--- src/tas_pkg.sv ---
// Purpose: Shared constants for the thermal alert status and mask block
// Assumes: Command bytes select registers; channel 0 is local, 1-3 diodes, 4-6 thermistors
// Notes: Status 1/2 bit b belongs to channel (b==6 ? 0 : b+1); status 3 bit b belongs to channel b
`default_nettype none
package tas_pkg;
  localparam logic [7:0] CMD_CFG1 = 8'h41;
  localparam logic [7:0] CMD_CFG2 = 8'h42;
  localparam logic [7:0] CMD_CFG3 = 8'h43;
  localparam logic [7:0] CMD_ST1 = 8'h44;
  localparam logic [7:0] CMD_ST2 = 8'h45;
  localparam logic [7:0] CMD_ST3 = 8'h46;
  localparam logic [7:0] REG_RST = 8'h00;
  localparam int CFG1_SRC_BIT = 3;
  localparam logic [7:0] CFG1_WMASK = 8'h08;
  localparam logic [7:0] CFG2_WMASK = 8'h7f;
  localparam logic [7:0] CFG3_WMASK = 8'h39;
  localparam logic [7:0] ST1_MASK = 8'h7f;
  localparam logic [7:0] ST2_MASK = 8'h39;
  localparam logic [7:0] ST3_MASK = 8'h0e;
  localparam int NCHAN = 7;
  localparam int LOCAL_BIT = 6;
  localparam int SRC_CHAN = 1;
  localparam logic [7:0] OT_HYST = 8'h04;
  localparam int CLK_HZ = 40000000;
  localparam int SRC_EXTRA_MS = 125;
  localparam int SRC_DELAY_CYC = SRC_EXTRA_MS * (CLK_HZ / 1000);
  typedef enum logic {
    TAS_DLY_IDLE = 1'b0,
    TAS_DLY_WAIT = 1'b1
  } tas_dly_t;
endpackage
`default_nettype wire

--- src/tas_alert_ctrl.sv ---
// Purpose: Alarm status, masking and open-drain alert/overtemp outputs
// Assumes: Measurement sequencer and SMBus slave share core_clk and give one-cycle pulses
// Notes: Command byte accesses; read data returns one cycle after reg_rd
`timescale 1ns/1ps
`default_nettype none
module tas_alert_ctrl #(
  parameter int W = 8,
  parameter int SRC_DELAY_CYC = tas_pkg::SRC_DELAY_CYC
) (
  input wire logic core_clk,
  input wire logic nrst,
  input wire logic [7:0] reg_addr,
  input wire logic reg_wr,
  input wire logic [7:0] reg_wdata,
  input wire logic reg_rd,
  output logic [7:0] reg_rdata,
  output logic reg_rvalid,
  input wire logic ara_done,
  input wire logic conv_done,
  input wire logic [2:0] conv_chan,
  input wire logic [W-1:0] conv_value,
  input wire logic [W-1:0] conv_alert_lim,
  input wire logic [W-1:0] conv_ot_lim,
  input wire logic conv_fault,
  output logic alert_out_o,
  output logic alert_out_oe,
  output logic overtemp_output_o,
  output logic overtemp_output_oe,
  output logic src_pending
);
  localparam int CNT_W = $clog2(SRC_DELAY_CYC + 1);

  logic rst_meta_r;
  logic rst_n;
  always_ff @(posedge core_clk or negedge nrst) begin
    if (!nrst) begin
      rst_meta_r <= 1'b0;
      rst_n <= 1'b0;
    end else begin
      rst_meta_r <= 1'b1;
      rst_n <= rst_meta_r;
    end
  end

  logic [7:0] cfg1_r;
  logic [7:0] cfg2_r;
  logic [7:0] cfg3_r;
  logic [7:0] st1_r;
  logic [7:0] st1_nxt;
  logic [7:0] st3_r;
  logic [7:0] st3_nxt;
  logic [7:0] ot_flag;
  logic [7:0] rdata_r;
  logic rvalid_r;
  logic alert_r;
  logic alert_nxt;
  logic ot_pin_r;
  logic pin_low_r;
  logic [W-1:0] pend_value_r;
  logic [W-1:0] pend_alim_r;
  logic [W-1:0] pend_olim_r;
  logic pend_fault_r;
  logic [CNT_W-1:0] cnt_r;
  tas_pkg::tas_dly_t dly_r;
  logic [6:0] upd;
  logic [6:0] al_over;
  logic [6:0] flt_val;

  wire logic src_en = cfg1_r[tas_pkg::CFG1_SRC_BIT];
  wire logic wr_cfg1 = reg_wr && reg_addr == tas_pkg::CMD_CFG1;
  wire logic wr_cfg2 = reg_wr && reg_addr == tas_pkg::CMD_CFG2;
  wire logic wr_cfg3 = reg_wr && reg_addr == tas_pkg::CMD_CFG3;
  wire logic rd_st1 = reg_rd && reg_addr == tas_pkg::CMD_ST1;
  wire logic rd_st2 = reg_rd && reg_addr == tas_pkg::CMD_ST2;
  wire logic alert_clr = rd_st1 || ara_done;
  wire logic src_start = conv_done && conv_chan == 3'(tas_pkg::SRC_CHAN) && src_en;
  wire logic dly_fire = dly_r == tas_pkg::TAS_DLY_WAIT && cnt_r == '0;

  // Per-channel comparison; channel 1 takes its delayed copy when cancellation ran
  genvar b;
  generate
    for (b = 0; b < tas_pkg::NCHAN; b++) begin : g_chan
      localparam int CH = (b == tas_pkg::LOCAL_BIT) ? 0 : b + 1;
      wire logic u_dir = conv_done && conv_chan == 3'(CH)
        && !(CH == tas_pkg::SRC_CHAN && src_en);
      wire logic u_dly = (CH == tas_pkg::SRC_CHAN) && dly_fire;
      wire logic [W-1:0] v = u_dir ? conv_value : pend_value_r;
      wire logic [W-1:0] al = u_dir ? conv_alert_lim : pend_alim_r;
      wire logic [W-1:0] ol = u_dir ? conv_ot_lim : pend_olim_r;
      assign upd[b] = u_dir || u_dly;
      assign al_over[b] = v > al;
      assign flt_val[b] = u_dir ? conv_fault : pend_fault_r;
      if (tas_pkg::ST2_MASK[b]) begin : g_ot
        tas_ot_hyst #(.W(W)) u_ot (
          .clk(core_clk),
          .rst_n(rst_n),
          .upd(upd[b]),
          .value(v),
          .limit(ol),
          .flag(ot_flag[b])
        );
      end else begin : g_no_ot
        assign ot_flag[b] = 1'b0;
      end
      // Flags update whatever the masks say; set beats the read clear
      assign st1_nxt[b] = (st1_r[b] && !rd_st1) || (upd[b] && al_over[b]);

    end
  endgenerate
  assign ot_flag[7] = 1'b0;
  assign st1_nxt[7] = 1'b0;

  generate
    for (b = 0; b < 8; b++) begin : g_flt
      if (tas_pkg::ST3_MASK[b]) begin : g_on
        // Fault bit tracks the latest conversion of its diode channel
        assign st3_nxt[b] = upd[b-1] ? flt_val[b-1] : st3_r[b];

      end else begin : g_off
        assign st3_nxt[b] = 1'b0;
      end
    end
  endgenerate

  wire logic [6:0] al_unmask = st1_nxt[6:0] & ~cfg2_r[6:0];
  wire logic set_evt = |(upd & al_over & ~cfg2_r[6:0]);
  // Output only drops on clear or when nothing unmasked remains
  assign alert_nxt = ((alert_r && !alert_clr) || set_evt) && |al_unmask;
  wire logic ot_any = |(ot_flag & ~cfg3_r);

  wire logic [7:0] rd_mux =
    (reg_addr == tas_pkg::CMD_CFG1) ? cfg1_r :
    (reg_addr == tas_pkg::CMD_CFG2) ? cfg2_r :
    (reg_addr == tas_pkg::CMD_CFG3) ? cfg3_r :
    (reg_addr == tas_pkg::CMD_ST1) ? st1_r :
    (reg_addr == tas_pkg::CMD_ST2) ? ot_flag :
    (reg_addr == tas_pkg::CMD_ST3) ? st3_r : tas_pkg::REG_RST;

  always_ff @(posedge core_clk or negedge rst_n) begin
    if (!rst_n) begin
      cfg1_r <= tas_pkg::REG_RST;
      cfg2_r <= tas_pkg::REG_RST;
      cfg3_r <= tas_pkg::REG_RST;
    end else begin
      if (wr_cfg1) begin
        cfg1_r <= reg_wdata & tas_pkg::CFG1_WMASK;
      end
      if (wr_cfg2) begin
        cfg2_r <= reg_wdata & tas_pkg::CFG2_WMASK;
      end
      if (wr_cfg3) begin
        cfg3_r <= reg_wdata & tas_pkg::CFG3_WMASK;
      end
    end
  end

  always_ff @(posedge core_clk or negedge rst_n) begin
    if (!rst_n) begin
      st1_r <= tas_pkg::REG_RST;
      st3_r <= tas_pkg::REG_RST;
      alert_r <= 1'b0;
      ot_pin_r <= 1'b0;
      pin_low_r <= 1'b0;
    end else begin
      st1_r <= st1_nxt;
      st3_r <= st3_nxt;
      alert_r <= alert_nxt;
      ot_pin_r <= ot_any;
      pin_low_r <= 1'b0;
    end
  end

  always_ff @(posedge core_clk or negedge rst_n) begin
    if (!rst_n) begin
      rdata_r <= tas_pkg::REG_RST;
      rvalid_r <= 1'b0;
    end else begin
      rvalid_r <= reg_rd;
      if (reg_rd) begin
        rdata_r <= rd_mux;
      end
    end
  end

  // Cancellation holds channel 1's result; a newer conversion restarts the wait
  always_ff @(posedge core_clk or negedge rst_n) begin
    if (!rst_n) begin
      dly_r <= tas_pkg::TAS_DLY_IDLE;
      cnt_r <= '0;
      pend_value_r <= '0;
      pend_alim_r <= '0;
      pend_olim_r <= '0;
      pend_fault_r <= 1'b0;
    end else if (src_start) begin
      dly_r <= tas_pkg::TAS_DLY_WAIT;
      cnt_r <= CNT_W'(SRC_DELAY_CYC - 1);
      pend_value_r <= conv_value;
      pend_alim_r <= conv_alert_lim;
      pend_olim_r <= conv_ot_lim;
      pend_fault_r <= conv_fault;
    end else begin
      case (dly_r)
        tas_pkg::TAS_DLY_WAIT: begin
          if (cnt_r == '0) begin
            dly_r <= tas_pkg::TAS_DLY_IDLE;
          end else begin
            cnt_r <= cnt_r - 1'b1;
          end
        end
        default: begin
          dly_r <= tas_pkg::TAS_DLY_IDLE;
        end
      endcase
    end
  end

  // Open-drain pins: the output level is always low, the enable pulls the wire
  assign alert_out_o = pin_low_r;
  assign alert_out_oe = alert_r;
  assign overtemp_output_o = pin_low_r;
  assign overtemp_output_oe = ot_pin_r;
  assign reg_rdata = rdata_r;
  assign reg_rvalid = rvalid_r;
  assign src_pending = dly_r == tas_pkg::TAS_DLY_WAIT;
endmodule // tas_alert_ctrl
`default_nettype wire

--- src/tas_ot_hyst.sv ---
// Purpose: One overtemperature flag with trip above threshold and hysteretic release
// Assumes: upd pulses once per finished conversion of this channel
// Notes: Between trip and release the flag holds its last value
`timescale 1ns/1ps
`default_nettype none
module tas_ot_hyst #(
  parameter int W = 8
) (
  input wire logic clk,
  input wire logic rst_n,
  input wire logic upd,
  input wire logic [W-1:0] value,
  input wire logic [W-1:0] limit,
  output logic flag
);
  logic flag_r;
  logic flag_nxt;
  wire logic [W:0] val_hy = {1'b0, value} + (W+1)'(tas_pkg::OT_HYST);
  wire logic trip = value > limit;
  // Covers both a falling value and a raised threshold
  wire logic release_ok = val_hy <= {1'b0, limit};
  assign flag_nxt = upd ? (trip | (flag_r & ~release_ok)) : flag_r;
  always_ff @(posedge clk or negedge rst_n) begin
    if (!rst_n) begin
      flag_r <= 1'b0;
    end else begin
      flag_r <= flag_nxt;
    end
  end
  assign flag = flag_r;
endmodule // tas_ot_hyst
`default_nettype wire

--- config.mk ---
export PLATFORM = sky130hd
export DESIGN_NAME = tas_alert_ctrl
export DESIGN_NICKNAME = d
export VERILOG_FILES = /design/src/tas_pkg.sv /design/src/tas_alert_ctrl.sv /design/src/tas_ot_hyst.sv
export SDC_FILE = /design/constraint.sdc
export NUM_CORES = 1
export LEC_CHECK = 0
export BUFFER_PORTS_ARGS = -buffer_cell sky130_fd_sc_hd__buf_2
export CORE_ASPECT_RATIO = 1.4
export CORE_UTILIZATION = 40
export CTS_CLUSTER_SIZE = 16
export DETAILED_ROUTE_END_ITERATION = 16
export PLACE_DENSITY = 0.54
export SLEW_MARGIN = 25
export SYNTH_ARGS = -nofsm -noshare
export SYNTH_HDL_FRONTEND = slang
export SYNTH_HIERARCHICAL = 1
export SYNTH_SLANG_ARGS = --single-unit
--- constraint.sdc ---
create_clock -name core_clk -period 3.15 [get_ports core_clk]
set_clock_uncertainty 0.1 [all_clocks]
set_input_delay 0.1575 -clock core_clk [delete_from_list [all_inputs] [get_ports core_clk]]
set_output_delay 0.1575 -clock core_clk [all_outputs]
set_load 0.02 [all_outputs]
==> flow_summary.ini, run 1 <==
[detailed_routing]
wl_per_cell_um = 18.47
drc = 6
drt-vias-per-instance = 5.457
drt-pass1-iter-count = 14
drt-initial-drc-count = 453
vias = 7863
drt_wl_total_um = 26620
ant_nets = 0

[sta]
finalSetupViolCount = 0
grt_setup_unrepaired = false
worstMarginPinSlew_ns = 0.6647
fmax_mhz = 327.9
max_slew_margin = 0.5569
period_share = 0.9682
hold_viol = 0
min_period_ns = 3.050
slew_viol_final = 0

[finish]
area_delta_synth_final_pct = 24.13
n_fill_cell = 2001
layout-drive-gt1-share = 0.2568
nets = 1347
finish.utilization = 0.5118

[synth]
synth_seq_cells = 87
async_flop_share = 1.000
postSynthAreaPerCell_um2 = 8.423
yosysWarnings = 6
yosysTopAreaCell = dfrtp_1
syn_inst = 1014
synth_edf_count = 0
synth.top_cell.area_share = 0.2549
synthMostInstantiatedCell = nand2_1
ys.flop_type = dfrtp_1
yosysSeqAreaShare = 0.2549
synthTopCellsByArea = dfrtp_1 (25%), ha_1 (17%), nand2_1 (11%)
synth_cell_types = 61
synth_common_cells = nand2_1 (240), ha_1 (117), dfrtp_1 (87)
synth_area_um2 = 8541

[run_status]
outcome = finished, violations left
violations = DRC

[global_routing]
grt-ovfl-total = 0
grt.total_usage = 0.2509
grt_max_degree = 54
grt_pass1_wl_um = 42260
grt_antenna_before_repair = 0
grt_pass1_vias = 7837

[critical_path]
required_ns = 3.28
cp-start-kind = input port
cpPeakStageDelay_ns = 0.48
cp_cell_sequence = buf_2 > buf_4 > nand2_1 > nor3_4 > buf_12 > mux2_2 > ha_1 > a21oi_1 > o21ai_0 > o211ai_1 > o31a_1 > o221ai_1 > or4b_1 > a221o_1
worst-path-max-fanout = 18
slowest_stage = or4b_1
arrival_ns = 3.18
critPathKind = in2reg
end_kind = flip-flop

[min_path]
hold_path_class = in2async

[cts]
htree_num_levels = 3
cts_buffers = 9
tritoncts = yes
clk_pin_slew_ns = 0.07
clockRootBuffer = clkbuf_16
cts_buffer_depth = 2
clk_latency_ns = 0.35
clkSinkCount = 87

[placed_design]
io_buffers = 59
hpwl_um = 20880
place_congestion = 0.9217

[run]
drv_cap = 0

[floorplan]
initial_utilization = 0.4123
die_x_um = 125.5
rows = 62
dieArea_um2 = 21950
boundaryPins = 64
dieHeight_um = 174.9
core_area_um2 = 20710

[power]
power.density_nw_per_um2 = 388.3
p_leak_nw = 5.142
power_mw = 4.116
ir_worst_vdd_v = 0.0002976
## final timing paths
path / from / end / slack (ns) / cells past startpoint
setup / recovery: conv_chan[2] / alert_out_oe / 0.10 / 14
hold / removal: nrst / rst_n / 0.01 / 2
setup reg to reg: pend_value_r[1] / alert_out_oe / 0.11 / 9
hold reg to reg: rst_n / reg_rdata[3] / 0.19 / 0
max in group asynchronous: rst_n / pend_value_r[3] / 2.11 / 1
min in group core_clk: conv_alert_lim[3] / pend_alim_r[3] / 0.02 / 3
## per-layer routing
metal	track usage	wire length, um
met5	0	0
met4	0.1067	924
met2	0.4544	13410
met1	0.2921	11100
met3	0.03705	1176
## final cells by class
| cell class | count | area [um2] | share of cell area |
|---|---|---|---|
| Tap cell | 256 | 320.3 | 0.03021 |
| Sequential cell | 87 | 2182 | 0.2058 |
| Timing Repair Buffer | 201 | 1501 | 0.1416 |
| Multi-Input combinational cell | 825 | 6103 | 0.5757 |
| Inverter | 56 | 212.7 | 0.02006 |
| Antenna cell | 1 | 2.502 | 0.0002360 |
| Clock buffer | 10 | 239.0 | 0.02254 |
| Clock inverter | 5 | 40.04 | 0.003777 |
## report_power, final
group | internal [mW] | total (mW) | switching [mW]
combinational | 0.762 | 1.56 | 0.795
sequential | 1.29 | 1.50 | 0.210
clock | 0.559 | 1.05 | 0.496
## registers in the layout, summed over array words and instances (netlist names), 3 cells and up
signal and cells:
pend_olim_r 8, cnt_r 23, reg_rdata 7, pend_value_r 8, cfg2_r 7, st1_r 7, cfg3_r 4, st3_r 3
pend_alim_r 8, g_chan.g_ot.u_ot/flag 4
## layout by cell type (no fill, tap or decap), drive strengths merged, types with 8 or more instances in the layout
master,Yosys,layout
dfrtp,87,87
mux2i,54,54
nor2b,12,12
inv,54,57
nand2b,11,11
dlygate4sd3,0,18
a21oi,50,50
clkbuf,36,10
o21bai,8,8
ha,117,117
a21o,8,8
o21ai,23,23
o211ai,8,8
xor2,14,14
nand4,18,18
buf,12,183
nand2,241,241
mux2,75,75
nor2,30,30
xnor2,17,17
nand3,35,35
a211oi,8,8
and3,8,8
or3,10,10
## per-stage QoR
step | cells | hold WS, ns | worst slack (ns) | area (um2) | TNS [ns]
2_1_floorplan | 1016 | -0.2381 | -0.08357 | 8743 | -0.08357
3_3_place_gp | 1404 | -0.1571 | -0.4263 | 10100 | -0.9395
3_5_place_dp | 1404 | -0.1561 | -0.4493 | 10100 | -1.027
4_1_cts | 1438 | 0.009273 | 0.09499 | 10560 | 0
5_1_grt | 1440 | 0.02116 | 0.002395 | 10600 | 0
6_report | 1441 | 0.01279 | 0.1003 | 10600 | 0
## logic make-up after synthesis
| kind of cell | after synthesis | share of synthesized area |
|---|---|---|
| AOI/OAI and AO/OA | 152 | 0.1207 |
| xor gates and xnor gates | 31 | 0.03179 |
| adders and majority gates | 117 | 0.1714 |
| buffers and inverters | 104 | 0.04747 |
| DFF | 87 | 0.2549 |
| muxes | 129 | 0.1622 |
| other | 2 | 0.0008793 |
| and+or+nand+nor | 392 | 0.2107 |
## worst max-delay path: cells and delay by family
kind | cells | cell delay (ns)
adder cells (fa/ha/maj) | 1 | 0.33
AO/OA/AOI/OAI | 6 | 1.13
multiplexers | 1 | 0.37
buffers and inverters | 3 | 0.48
AND/OR/NAND/NOR | 3 | 0.70
## repair_timing
item / 4_1_cts / 5_1_grt
setup buffers: 1 / 2
gates resized for setup: 0 / 8
hold buffers: 18 / 0
pin swaps: 1 / 0
hold endpoints to repair: 24 / 0
setup endpoints to repair: 1 / 2
Note: power is estimated with default switching activity, not from simulation.
==> run 2, diff against run 1 <==
CORE_MARGIN = 2   (was default)
==> flow_summary.ini, run 2 (same netlist as run 1, synthesis figures left out) <==
[critical_path]
worst-path-max-fanout = 16
required_ns = 3.29
critPathKind = in2reg
end_kind = flip-flop
r2r_cells = 9
cp-start-kind = input port
arrival_ns = 3.18

[power]
power.density_nw_per_um2 = 402.3
ir_worst_vdd_v = 0.0002831
power_mw = 4.240
p_leak_nw = 5.106

[detailed_routing]
wl_per_cell_um = 18.53
drt-initial-drc-count = 319
drt_wl_total_um = 26690
drt-pass1-iter-count = 4
vias = 7810
drc = 0
drt-vias-per-instance = 5.424
ant_nets = 0

[floorplan]
rows = 63
die_x_um = 127.5
core_area_um2 = 21050
dieArea_um2 = 22550
boundaryPins = 64
dieHeight_um = 176.9
initial_utilization = 0.4058

[finish]
top_register = cnt_r
final_common_cell = nand2_1
area_delta_synth_final_pct = 23.38
largest_register_ffs = 23
nets = 1340
layout-drive-gt1-share = 0.2555
n_fill_cell = 2040
final_cell_mix = nand2_1 (236), buf_4 (115), ha_1 (112)
finish.utilization = 0.5007

[sta]
worstMarginPinSlew_ns = 0.7959
hold_viol = 0
min_period_ns = 3.038
slew_viol_final = 0
period_share = 0.9643
fmax_mhz = 329.2
max_slew_margin = 0.4679
setup_tns_ns = 0
finalSetupViolCount = 0

[cts]
clockRootBuffer = clkbuf_16
cts_buffer_depth = 2
clk_pin_slew_ns = 0.07
tritoncts = yes
cts_buffers = 9
clk_latency_ns = 0.36
htree_num_levels = 3
clkSinkCount = 87

[run]
drv_cap = 0

[global_routing]
grt_pass1_vias = 7555
grt.total_usage = 0.2365
grt_pass1_wl_um = 40830
grt-ovfl-total = 0
grt_antenna_before_repair = 2
grt_max_degree = 51

[run_status]
outcome = completed

[placed_design]
io_buffers = 59
place_congestion = 0.9408
hpwl_um = 20630

[min_path]
hold_path_class = in2async
## run 2: critical path, cell delays in order
cell and delay [ns]:
buf_2 0.13, buf_4 0.16, nand4b_1 0.25, buf_12 0.21, inv_4 0.10, nand2_1 0.06, nand2_1 0.10, ha_1 0.24
nor2b_1 0.13, o211ai_1 0.20, a21oi_2 0.13, a221oi_2 0.27, a2bb2o_4 0.24, or4b_1 0.49, a221o_1 0.30
## run 2: report_power, final
group	switching [mW]	total, mW	internal (mW)	leakage [nW]
Sequential	0.215	1.51	1.29	1.05
Clock	0.508	1.21	0.704	0.155
Combinational	0.783	1.52	0.736	3.90
## run 2: what timing repair did
item | 4_1_cts | 5_1_grt
endpoints found under the hold margin | 27 | 0
gates resized for setup | 1 | 10
buffers inserted | 2 | 4
cloned | 0 | 0
setup endpoints to repair | 1 | 3
pin swaps | 1 | 1
hold buffers | 18 | 0
## run 2: final timing paths
| check | end | start | slack [ns] |
|---|---|---|---|
| min | rst_n | nrst | 0.01 |
| max in group asynchronous | cfg1_r[3] | rst_n | 1.92 |
| min in group core_clk | pend_alim_r[2] | conv_alert_lim[2] | 0.02 |
| max reg2reg | alert_out_oe | pend_value_r[1] | 0.14 |
| max | alert_out_oe | conv_chan[1] | 0.11 |
| min reg2reg | rst_n | rst_meta_r | 0.25 |
## run 2: area by class of cell
class,instances,area [um2],area share
flip-flops and latches,87,2188,0.2077
repair buffers,194,1379,0.1308
well taps,260,325.3,0.03087
clock inverters,6,92.59,0.008787
clock buffers,10,229.0,0.02173
diodes,2,5.005,0.0004749
multi-input cells,825,6102,0.5791
inverters,56,216.5,0.02054
## run 2: metrics by stage
step | instances | setup WS, ns | hold slack (ns) | instance area [um2]
finish | 1440 | 0.1125 | 0.01328 | 10540
global route | 1438 | -0.02095 | 0.008463 | 10530
CTS | 1434 | 0.09274 | 0.0007362 | 10490
detailed placement | 1398 | -0.4889 | -0.1556 | 9963
global placement | 1398 | -0.4566 | -0.1560 | 9963
floorplan | 1016 | -0.08357 | -0.2381 | 8743
## run 2: metal layers
| layer | vias to the layer above | routed length, um | track usage |
|---|---|---|---|
| met5 | - | 0 | 0 |
| met1 | 3676 | 11210 | 0.2870 |
| met2 | 179 | 13450 | 0.4247 |
| li1 | 3901 | - | - |
| met4 | 0 | 898 | 0.08883 |
| met3 | 54 | 1128 | 0.02963 |
